[src/pbs_consts.vh]
// Purpose: Constants of the processor bus support logic.
// Assumes: Register bits are numbered with bit 0 as the most significant bit.
// Notes: Field macros give the Verilog index, that is 15 minus the bit number.
`ifndef PBS_CONSTS_VH
`define PBS_CONSTS_VH

`define PBS_CTRL_WR 16'h1f41
`define PBS_CTRL_RD 16'h9f41
`define PBS_FUO_WR 16'h1f47
`define PBS_FUO_RD 16'h9f47
`define PBS_FUI_WR 16'h1f48
`define PBS_FUI_RD 16'h9f48
`define PBS_FFA_RD 16'h9f49
`define PBS_STAT_RD 16'h9f4a
`define PBS_SYSCFG_RD 16'h8410
`define PBS_INTACK_WR 16'h1000
`define PBS_ROM_ON_WR 16'h5401
`define PBS_ROM_OFF_WR 16'h5400

`define PBS_SYS_LO 16'h1f40
`define PBS_SYS_HI 16'h1f4f
`define PBS_SYS_RD_LO 16'h9f40
`define PBS_SYS_RD_HI 16'h9f4f
`define PBS_SPARE_LO 16'h1f00
`define PBS_SPARE_HI 16'h1fff
`define PBS_SPARE_RD_LO 16'h9f00
`define PBS_SPARE_RD_HI 16'h9fff

`define PBS_UOUT_BASE 6'h00
`define PBS_UIN_BASE 6'h20

`define PBS_B_STROBE_FLOAT 10
`define PBS_B_ADDR_FLOAT 9
`define PBS_B_SPI 7
`define PBS_B_CORR_MODE 6
`define PBS_B_EIO 3
`define PBS_CTRL_MASK 16'h06c8
`define PBS_CTRL_RST 16'h0000

`define PBS_CMD_W 10
`define PBS_CMD_RST 10'h3ff
`define PBS_TEST_CYCLES 16

`endif

[src/pbs_bus_support.v]
// Purpose: Address latch, strobe decode, I/O checks, correction support and system test.
// Assumes: All processor bus signals are synchronous to clk_sys.
// Notes: Registers are reached by processor I/O cycles on the multiplexed bus.
`timescale 1ns/1ns
`include "pbs_consts.vh"

// Summary of operation
// - Input command limit register, low ten bits.
// - Spare I/O flagged unless spare-legal bit set.
// - Latch bus address, hold from strobe fall.
// - With MMU, memory cycles drive low twelve.
// - I/O cycles drive all sixteen address bits.
// - Address bus floats on request when enabled.
// - Decode four strobes from strobe, direction, space.
// - Memory read held off while inhibit active.
// - Strobes float on request when enabled.
// - Correction bit swaps error pins' meaning.
// - Single error stalls ready, raises inhibit.
// - Single error drop ends stall and inhibit.
// - Failing address freezes on address error in normal mode until read.
// - Config word read enables or drives inputs.
// - Interrupt acknowledge pulse on its I/O write.
// - Boot ROM enable on at reset, commanded.
// - System test runs once when requested.
// - Test done output marks test completion or skip.
// - Status top bits report three test results.
// - User I/O beyond limits flags address error.
module pbs_bus_support #(
  parameter SYSCFG_DIRECT = 1'b1,
  parameter TEST_CYCLES = `PBS_TEST_CYCLES
) (
  input wire clk_sys,
  input wire arst_n,
  input wire [15:0] muxed_info_bus_in,
  output wire [15:0] muxed_info_bus_out,
  output wire muxed_info_bus_oe,
  input wire address_strobe,
  input wire data_phase_strobe_n,
  input wire read_not_write,
  input wire memory_not_io,
  input wire float_request_n,
  input wire mmu_present,
  output wire [15:0] addr_bus_out,
  output wire [15:0] addr_bus_oe,
  input wire [1:0] addr_quarter_in,
  output wire memory_read_strobe_n,
  output wire memory_write_strobe_n,
  output wire io_read_strobe_n,
  output wire io_write_strobe_n,
  output wire strobes_oe,
  output wire parity_or_inhibit_out,
  output wire addr_err_or_single_out,
  output wire addr_err_or_single_oe,
  input wire addr_err_or_single_in,
  output wire data_ready,
  output wire sysconfig_enable_n,
  input wire [4:0] sysconfig_inputs,
  output wire int_acknowledge_pulse_n,
  output wire boot_rom_enable,
  input wire test_on_n,
  input wire cpu_test_pass,
  input wire mmu_test_pass,
  output wire test_done
);

  localparam ST_IDLE = 4'b0001;
  localparam ST_RUN = 4'b0010;
  localparam ST_DONE = 4'b0100;
  localparam ST_SKIP = 4'b1000;

  function in_range;
    input [15:0] a;
    input [15:0] lo;
    input [15:0] hi;
    begin
      in_range = (a >= lo) && (a <= hi);
    end
  endfunction

  reg [15:0] addr_q;
  reg mem_cyc_q;
  reg astb_q;
  reg dstb_q;
  reg [15:0] ctrl_q;
  reg [`PBS_CMD_W-1:0] fuo_q;
  reg [`PBS_CMD_W-1:0] fui_q;
  reg [15:0] ffa_q;
  reg frozen_q;
  reg inhibit_q;
  reg boot_rom_q;
  reg [15:0] rd_data_q;
  reg rd_hit_q;
  reg [3:0] state_q;
  reg [3:0] state_d;
  reg [15:0] tcnt_q;
  reg started_q;
  reg [2:0] result_q;
  reg own_ok_q;

  wire dstb = ~data_phase_strobe_n;
  wire io_cyc = ~mem_cyc_q;
  wire io_wr_take = dstb & ~dstb_q & io_cyc & ~read_not_write;
  wire io_rd = dstb & io_cyc & read_not_write;
  wire corr_mode = ctrl_q[`PBS_B_CORR_MODE];
  wire single_err = corr_mode & addr_err_or_single_in;
  wire is_sys = in_range(addr_q, `PBS_SYS_LO, `PBS_SYS_HI) |
    in_range(addr_q, `PBS_SYS_RD_LO, `PBS_SYS_RD_HI);
  wire is_spare = in_range(addr_q, `PBS_SPARE_LO, `PBS_SPARE_HI) |
    in_range(addr_q, `PBS_SPARE_RD_LO, `PBS_SPARE_RD_HI);
  wire spare_err = is_spare & ~is_sys & ~ctrl_q[`PBS_B_SPI];
  wire uout_err = (addr_q[15:10] == `PBS_UOUT_BASE) &
    (addr_q[`PBS_CMD_W-1:0] >= fuo_q);
  wire uin_err = (addr_q[15:10] == `PBS_UIN_BASE) &
    (addr_q[`PBS_CMD_W-1:0] >= fui_q);
  wire user_err = ctrl_q[`PBS_B_EIO] & (uout_err | uin_err);
  wire addr_err = dstb & io_cyc & (spare_err | user_err);
  wire float_now = ~float_request_n;

  // Address register loads the bus on each clock while the address strobe is high.
  always @(posedge clk_sys or negedge arst_n) begin
    if (!arst_n) begin
      addr_q <= 16'h0000;
      mem_cyc_q <= 1'b0;
      astb_q <= 1'b0;
      dstb_q <= 1'b0;
    end else begin
      astb_q <= address_strobe;
      dstb_q <= dstb;
      if (address_strobe) begin
        addr_q <= muxed_info_bus_in;
        mem_cyc_q <= memory_not_io;
      end
    end
  end

  // Address drivers: four top lines are inputs on mapped memory cycles.
  wire top_drive = ~(mmu_present & mem_cyc_q);
  wire addr_float = ctrl_q[`PBS_B_ADDR_FLOAT] & float_now;
  assign addr_bus_out = addr_q;
  assign addr_bus_oe = addr_float ? 16'h0000 :
    (top_drive ? 16'hffff : 16'h0fff);

  // Strobes are decoded from the live strobe so no clock of delay is added.
  assign memory_read_strobe_n = ~(dstb & mem_cyc_q & read_not_write & ~inhibit_q);
  assign memory_write_strobe_n = ~(dstb & mem_cyc_q & ~read_not_write);
  assign io_read_strobe_n = ~io_rd;
  assign io_write_strobe_n = ~(dstb & io_cyc & ~read_not_write);
  assign strobes_oe = ~(ctrl_q[`PBS_B_STROBE_FLOAT] & float_now);
  assign int_acknowledge_pulse_n =
    ~(dstb & io_cyc & ~read_not_write & (addr_q == `PBS_INTACK_WR));
  assign sysconfig_enable_n =
    ~(~SYSCFG_DIRECT & io_rd & (addr_q == `PBS_SYSCFG_RD));

  // Control and command registers, written by I/O writes.
  always @(posedge clk_sys or negedge arst_n) begin
    if (!arst_n) begin
      ctrl_q <= `PBS_CTRL_RST;
      fuo_q <= `PBS_CMD_RST;
      fui_q <= `PBS_CMD_RST;
      boot_rom_q <= 1'b1;
    end else if (io_wr_take) begin
      case (addr_q)
        `PBS_CTRL_WR: ctrl_q <= muxed_info_bus_in & `PBS_CTRL_MASK;
        `PBS_FUO_WR: fuo_q <= muxed_info_bus_in[`PBS_CMD_W-1:0];
        `PBS_FUI_WR: fui_q <= muxed_info_bus_in[`PBS_CMD_W-1:0];
        `PBS_ROM_ON_WR: boot_rom_q <= 1'b1;
        `PBS_ROM_OFF_WR: boot_rom_q <= 1'b0;
        default: ctrl_q <= ctrl_q;
      endcase
    end
  end
  assign boot_rom_enable = boot_rom_q;

  // Failing address: follows each strobe fall until an address error in normal mode freezes it.
  wire ffa_read = io_rd & ~dstb_q & (addr_q == `PBS_FFA_RD);
  always @(posedge clk_sys or negedge arst_n) begin
    if (!arst_n) begin
      ffa_q <= 16'h0000;
      frozen_q <= 1'b0;
    end else begin
      if (astb_q & ~address_strobe & ~frozen_q) begin
        ffa_q <= addr_q;
      end
      if (addr_err & ~corr_mode) begin
        frozen_q <= 1'b1;
      end else if (ffa_read) begin
        frozen_q <= 1'b0;
      end
    end
  end

  // Error pins: address error out in normal mode, single error in with correction.
  assign addr_err_or_single_out = ~addr_err;
  assign addr_err_or_single_oe = ~corr_mode;
  assign parity_or_inhibit_out = corr_mode ? inhibit_q : 1'b0;

  always @(posedge clk_sys or negedge arst_n) begin
    if (!arst_n) begin
      inhibit_q <= 1'b0;
    end else begin
      inhibit_q <= single_err;
    end
  end
  // Ready follows the single error line directly so the cycle ends as soon as it drops.
  assign data_ready = ~single_err;

  // Read data is prepared from the latched address before the data phase.
  always @(posedge clk_sys or negedge arst_n) begin
    if (!arst_n) begin
      rd_data_q <= 16'h0000;
      rd_hit_q <= 1'b0;
    end else begin
      rd_hit_q <= 1'b1;
      case (addr_q)
        `PBS_CTRL_RD: rd_data_q <= ctrl_q;
        `PBS_FUO_RD: rd_data_q <= {6'h00, fuo_q};
        `PBS_FUI_RD: rd_data_q <= {6'h00, fui_q};
        `PBS_FFA_RD: rd_data_q <= ffa_q;
        `PBS_STAT_RD: rd_data_q <= {result_q, 10'h000, addr_quarter_in, test_done};
        `PBS_SYSCFG_RD: begin
          rd_data_q <= {sysconfig_inputs, 11'h000};
          rd_hit_q <= SYSCFG_DIRECT;
        end
        default: begin
          rd_data_q <= 16'h0000;
          rd_hit_q <= 1'b0;
        end
      endcase
    end
  end
  assign muxed_info_bus_out = rd_data_q;
  assign muxed_info_bus_oe = io_rd & rd_hit_q;

  // System test sequencer: request sampled once after reset release.
  always @* begin
    state_d = state_q;
    case (state_q)
      ST_IDLE: state_d = test_on_n ? ST_SKIP : ST_RUN;
      ST_RUN: begin
        if (tcnt_q == TEST_CYCLES[15:0] - 16'h0001) begin
          state_d = ST_DONE;
        end
      end
      ST_DONE: state_d = ST_DONE;
      ST_SKIP: state_d = ST_SKIP;
      default: state_d = ST_IDLE;
    endcase
  end

  always @(posedge clk_sys or negedge arst_n) begin
    if (!arst_n) begin
      state_q <= ST_IDLE;
      tcnt_q <= 16'h0000;
      started_q <= 1'b0;
      result_q <= 3'h0;
      own_ok_q <= 1'b1;
    end else begin
      state_q <= state_d;
      if (state_q == ST_RUN) begin
        started_q <= 1'b1;
        tcnt_q <= tcnt_q + 16'h0001;
        // Own check: the control register must still hold its reset value.
        if (ctrl_q != `PBS_CTRL_RST) begin
          own_ok_q <= 1'b0;
        end
        if (state_d == ST_DONE) begin
          result_q <= {cpu_test_pass, mmu_test_pass, own_ok_q};
        end
      end
    end
  end
  assign test_done = (state_q == ST_DONE) | (state_q == ST_SKIP);

endmodule // pbs_bus_support

[config.mk]
export PLATFORM = sky130hd
export DESIGN_NAME = pbs_bus_support
export DESIGN_NICKNAME = d
export VERILOG_FILES = /design/src/pbs_bus_support.v
export VERILOG_INCLUDE_DIRS = /design/src /design/src/src
export SDC_FILE = /design/constraint.sdc
export NUM_CORES = 1
export LEC_CHECK = 0
export BUFFER_PORTS_ARGS = -buffer_cell sky130_fd_sc_hd__buf_2
export CAP_MARGIN = 20
export CORE_UTILIZATION = 45
export DETAILED_ROUTE_END_ITERATION = 16
export PLACE_DENSITY = 0.67
export SLEW_MARGIN = 20
export SYNTH_ARGS = -nofsm -noshare
export SYNTH_HDL_FRONTEND = slang
export SYNTH_SLANG_ARGS = --single-unit
[constraint.sdc]
create_clock -name clk_sys -period 4.7 [get_ports clk_sys]
set_input_delay 0.47 -clock clk_sys [delete_from_list [all_inputs] [get_ports clk_sys]]
set_output_delay 0.47 -clock clk_sys [all_outputs]
set_load 0.005 [all_outputs]
Yosys cells after proc, flatten, opt, wreduce, memory -nomap -nowiden
Cells that the tools add are included.
{"block": "word_totals", "register_bits": 104, "out_inout_bits": 62, "wordCells": 124}
{"block": "classes", "n_addsub": 1, "n_lt_le_gt_ge": 10, "n_eq_ne": 19, "mux": 11, "bitwise_logic": 51, "n_reduce_logical": 15}
{"op": "== test 16 bit (second input constant)", "n": 6}
{"op": "case mux 16 bit (6 select lines)", "n": 1}
{"op": "== test 16 x 13 -> 1 bit (second input constant)", "n": 4}
{"op": "== test 16 x 15 -> 1 bit (second input constant)", "n": 2}
{"op": ">= comparator 16 x 13 -> 1 bit (second input constant)", "n": 2}
{"op": ">= comparator 16 bit (second input constant)", "n": 2}
{"op": "less-or-equal comparator 16 x 13 -> 1 bit (second input constant)", "n": 2}
{"op": "less-or-equal comparator 16 bit (second input constant)", "n": 2}
{"op": "2-to-1 mux 16 bit", "n": 2}
{"op": "bitwise AND 1 bit", "n": 27}
{"op": ">= comparator 10 bit", "n": 2}
{"op": "inverter 1 bit", "n": 19}
{"op": "adder 16 x 1 -> 16 bit (second input constant)", "n": 1}
{"op": "== test 16 x 4 -> 1 bit (second input constant)", "n": 1}
{"op": "case mux 4 bit (4 select lines)", "n": 1}
{"op": "nonzero test 16 bit", "n": 1}
{"op": "AND reduction 2 bit", "n": 6}
{"op": "== test 4 x 3 -> 1 bit (second input constant)", "n": 2}
{"op": "2-to-1 mux 4 bit", "n": 2}
{"op": "== test 6 bit (second input constant)", "n": 1}
{"op": "logical NOT 6 bit", "n": 1}
{"op": "OR reduction 6 bit", "n": 1}
{"op": "bitwise OR 1 bit", "n": 5}
{"op": "== test 4 x 1 -> 1 bit (second input constant)", "n": 1}
{"op": "6 further kinds", "n": 13}

Logic depth before layout (Yosys ltp)
{"block": "logic_depth", "ltp_word": 10, "ltp_mapped": 8, "depth_no_buf": 7}

Worst setup path before layout
Ideal clock, no wire load.
{"block": "synth_timing", "kind": "register -> output", "start": "register addr_q[0], in the netlist addr_bus_out[0]", "end": "output addr_err_or_single_out", "arrival_ps": 1698, "t_required_ps": 4230, "path_slack_ps": 2532, "path_stages_with_launch": 9, "n_path_buf": 1, "path_cell_list": "dfrtp_1 -> buf_2 -> inv_1 -> ha_1 -> nand2b_1 -> a211oi_1 -> or3_1 -> a21oi_1 -> o31ai_1"}
{"block": "synth_via", "elab_chain_cells": 9, "word_cells_on_any_way": 26, "cone_classes": "10 x order compare; 12 x bitwise; 4 x reduce/logical"}
{"element": "start, declared", "line": "pbs_bus_support.v:80", "rtl": "reg [15:0] addr_q;"}
{"element": "start signal, assigned", "line": "pbs_bus_support.v:130", "rtl": "addr_q <= muxed_info_bus_in;"}
{"element": ">= comparator 16 x 13 -> 1 bit (tied with other cells)", "line": "pbs_bus_support.v:76", "rtl": "in_range = (a >= lo) && (a <= hi);"}
{"element": "logical AND 1 bit", "line": "pbs_bus_support.v:76"}
{"element": "bitwise OR 1 bit", "line": "pbs_bus_support.v:106", "rtl": "wire is_sys = in_range(addr_q, `PBS_SYS_LO, `PBS_SYS_HI) |"}
{"element": "inverter 1 bit", "line": "pbs_bus_support.v:110", "rtl": "wire spare_err = is_spare & ~is_sys & ~ctrl_q[`PBS_B_SPI];"}
{"element": "bitwise AND 1 bit (2 in a row)", "line": "pbs_bus_support.v:110"}
{"element": "bitwise OR 1 bit (*)", "line": "pbs_bus_support.v:116", "rtl": "wire addr_err = dstb & io_cyc & (spare_err | user_err);"}
{"element": "bitwise AND 1 bit (*)", "line": "pbs_bus_support.v:116"}
{"element": "inverter 1 bit (*)", "line": "pbs_bus_support.v:193", "rtl": "assign addr_err_or_single_out = ~addr_err;"}
{"element": "end, declared", "line": "pbs_bus_support.v:52", "rtl": "output wire addr_err_or_single_out,"}
Every way passes the cells marked *; elsewhere a longest branch is shown, timed or not.

Worst setup path in the final report
Same ends and word-level chain as after synthesis.

==> results.txt <==
The run finished with clean final reports. The synthesized design contains 0 enable-type register cells. The die width is approximately 110 microns. The post-route antenna net violation count came out at 0. Net switching is between 20% and 30% of the power. After detailed routing, the number of vias per cell comes to about 5.6. The core box area came out at about 11000 sq um. Before CTS, the worst setup slack after placement is around 2.0 ns. The total negative slack came out at 0 ns.

The most used flip-flop cell after synthesis is dfrtp_1. In this run, CTS created clock tree buffers numbering 9. Setup repair after global routing left no endpoint under its margin. The worst path needs just over 3 ns of the cycle, external delays included. In the final layout, the share of cells above drive strength 1 is 40.50%. The leakage component of the power came out at 2.735 nW.

The area enclosed by the die boundary is about 12000 sq um. After technology mapping, the gate count stands at 430. The sequential share of power came out at 52.4%. The length of the first detailed-routing pass in iterations came out at 4. At the pin with the least slew margin, the transition time is 1.097 ns. The detailed-route wire length came out at roughly 12000 microns. Global routing finished with a remaining overflow of 0. STA puts the critical path data arrival time at between 2 and 3 ns. The number of global-route vias before repair came out at between 3000 and 4000.

The number of clock sinks seen by CTS came out at ~100. The headroom to the max-slew limit is 26.65%. The setup clock skew after layout is 0.008342 ns. The boundary pin count came out at 97. The count of unique library cells instantiated by Yosys came out at 57. During placement, the flow inserted port buffers numbering 95. The number of gates resized after CTS came out at 0. After synthesis, the share of flip-flops with an asynchronous set or reset is 100.0%. The critical path start-end classification is register to primary output.

The count of cells in the finished layout, fillers not included, comes to ~660. The vertical die dimension came out at approximately 110 microns. The number of pins exceeding their max-slew limit in the final report was 0. The critical path starts at addr_bus_out[0]. The data required time of the worst path came out at between 4 and 5 ns. The relative area change from synthesis to final layout came out at 15.71%. For this configuration, the core starts out at a cell density of 46.92%. The post-synthesis sequential area ratio is between 50% and 60%. The deepest level of the CTS H-tree is 3.

The later pin in the worst-skew pair is clocked with a latency of approximately 0.35 ns. In this run, the number of DRC markers left after iteration 0 of detailed routing was about 240. Dividing the detail-routed wire length by the instance count gives between 15 and 20 microns. The least setup slack across all paths after layout came out at about 1.6 ns. The flip-flop and latch count after synthesis came out at about 100. The clock root buffer master is clkbuf_16.

The number of antenna diodes in the final layout is 0. The proportion of power drawn by the clock network came out at 34.6%. The final route contains about 3700 vias. The half-perimeter wire length of the detailed placement result came out at 9018 microns. The buffer depth of the longest clock path came out at 2. Dividing the synthesized area by the synthesized cell count gives 11.99 sq um.

Buffers inserted to repair hold after CTS numbered 0. The layout net count is about 570. The final design area excluding fillers is around 6000 sq um. The min-delay analysis places its worst path in the category input port to async pin. The number of synthesis warnings came out at 0. The global placer's final weighted congestion is between 0.9 and 1.

The final-layout fill cell count came out at 958. The clock transition at the registers of the reported paths came out at around 0.070 ns. The final setup violation count came out at 0. The combined area of all synthesized cells came out at slightly above 5000 sq um. Along the worst path, the maximum fanout reaches 10.

The area after detailed placement is 5680 sq um. The combinational share of power came out at 13.0%. The total power after layout came out at 2.037 mW. The total internal power is between 1 and 1.5 mW. The final number of hold-violating endpoints came out at 0.

The number of placement rows came out at 38. The fmax came out at roughly 320 MHz. After synthesis, the cell types taking the most area are dfrtp_1, mux2_2, dfstp_2, ha_1, a221o_1. TritonCTS built the clock tree. Dividing total power by cell area gives a power density of roughly 340 nW/um^2. The first global-routing pass estimated about 19000 microns of wire. The origin of the critical flop-to-flop path is addr_bus_out[15].

The post-CTS setup buffer count came out at 0. Of the available clock period, the critical path in the final layout requires between 60% and 70%. The share of the synthesized area in the top cell type came out at 39.33%.

The worst setup path is launched from a register. The maximum number of pins on one net before global-route repair is between 50 and 60. In this run the power spent charging and discharging nets is around 560 uW. The initial antenna violation count came out at 0. The worst setup path is captured at a primary output.

The number of DRC violations after detailed routing is 0. In the global route stage, overall resource usage came out at around 22%. Of all cell types, the one taking the most synthesized area is dfrtp_1. The number of cells in the design after placement came out at approximately 650. The maximum VDD drop is between 0.0002 and 0.0003 V. The count of maximum capacitance violations came out at 0. The net count after synthesis came out at ~500.
## power by group through the flow
stage	clock [mW]	combinational (mW)	sequential (mW)
after global placement	0	0.258	1.08
after detailed placement	0	0.265	1.08
final	0.705	0.264	1.07
after CTS	0.728	0.266	1.07
after global routing	0.762	0.302	1.08
after floorplan	0	0.187	1.05
## critical path: stages, from the launching register on
cell and delay [ns]:
dfrtp_1 0.58, inv_1 0.14, ha_1 0.30, nand2b_1 0.14, a211oi_1 0.33, or3_1 0.21
a21oi_1 0.07, o31ai_1 0.32, buf_2 0.17
## flip-flops by register name (all words and copies together) (netlist names)
register,flops
fui_q,10
rd_hit_q,1
frozen_q,1
fuo_q,10
addr_bus_out,16
ctrl_q,5
state_q,4
muxed_info_bus_out,16
inhibit_q,1
own_ok_q,1
mem_cyc_q,1
astb_q,1
tcnt_q,16
result_q,3
ffa_q,16
boot_rom_enable,1
dstb_q,1
## synth_stat cells, types with 2 or more instances
cell type  number
nor3b_1         2
nor2_1         16
nor4b_2         2
nand3_1        13
and2b_2         2
inv_1          30
a21boi_0        2
clkbuf_1        4
xnor2_1        12
nor4b_1         3
a221o_1        13
a211oi_1        3
nand2_1        16
nand4b_1        2
dfstp_2        23
or4_1           3
and2_1          4
ha_1           21
or3_1           3
a21oi_1        10
a22o_1         10
mux2_2         59
xor2_1          4
nand2b_1        5
nor4_1          8
and3_1          6
buf_2           3
nand4_1        11
nor3_1         11
buf_4          15
o21ai_0         8
dfrtp_1        81
## layer usage
layer / GRT usage, % / vias to the layer above / part of all wire [%]
li1: - / 1724 / -
met1: 28.83 / 1837 / 45
met2: 35.80 / 104 / 48
met5: 0 / - / 0
met4: 7.046 / 0 / 1.4
met3: 6.695 / 12 / 5.8
## placed cells by master (no fill, tap or decap), drive strengths merged, types with 12 or more instances in the layout
master / count
buf: 99
dfrtp: 81
mux2: 59
inv: 31
dfstp: 23
ha: 21
nor2: 16
nand2: 16
nand3: 13
a221o: 13
nor3: 13
xnor2: 12
nand4: 12
## kinds of logic after synthesis
group / Yosys count / synth area share (%)
buf+inv: 54 / 5.438
mux: 59 / 12.89
compound gates: 54 / 7.939
fa+ha+maj: 21 / 5.098
flops: 104 / 51.06
other cells: 1 / 0.07276
simple gates: 121 / 14.79
xor+xnor: 16 / 2.719
## per-stage QoR
stage          hold WS (ns)  utilization [%]
3_3_place_gp         0.4611            51.72
6_report             0.1303            54.29
2_1_floorplan        0.1744                -
5_1_grt              0.1831            54.29
4_1_cts              0.1571            54.29
3_5_place_dp         0.4629            51.72
## area by class of cell
type	instances	area (sq um)	area share [%]
Clock buffer	10	239.0	4.008
Clock inverter	6	43.79	0.7344
Inverter	30	112.6	1.888
Multi-Input combinational cell	272	2253	37.79
Sequential cell	104	2631	44.12
Tap cell	140	175.2	2.937
Timing Repair Buffer	99	508.0	8.519
## path summary, 6_finish.rpt
kind / slack, ns / to / depth (start not counted)
worst min-delay path: 0.13 / tcnt_q[15] / 1
worst max register to register: 2.01 / muxed_info_bus_out[2] / 6
worst max-delay path: 1.62 / addr_err_or_single_out / 8
max in group asynchronous: 3.44 / ffa_q[7] / 2
worst min register to register: 0.47 / tcnt_q[15] / 1
min in group clk_sys: 0.33 / inhibit_q / 3
(Power assumes the default switching activity.)
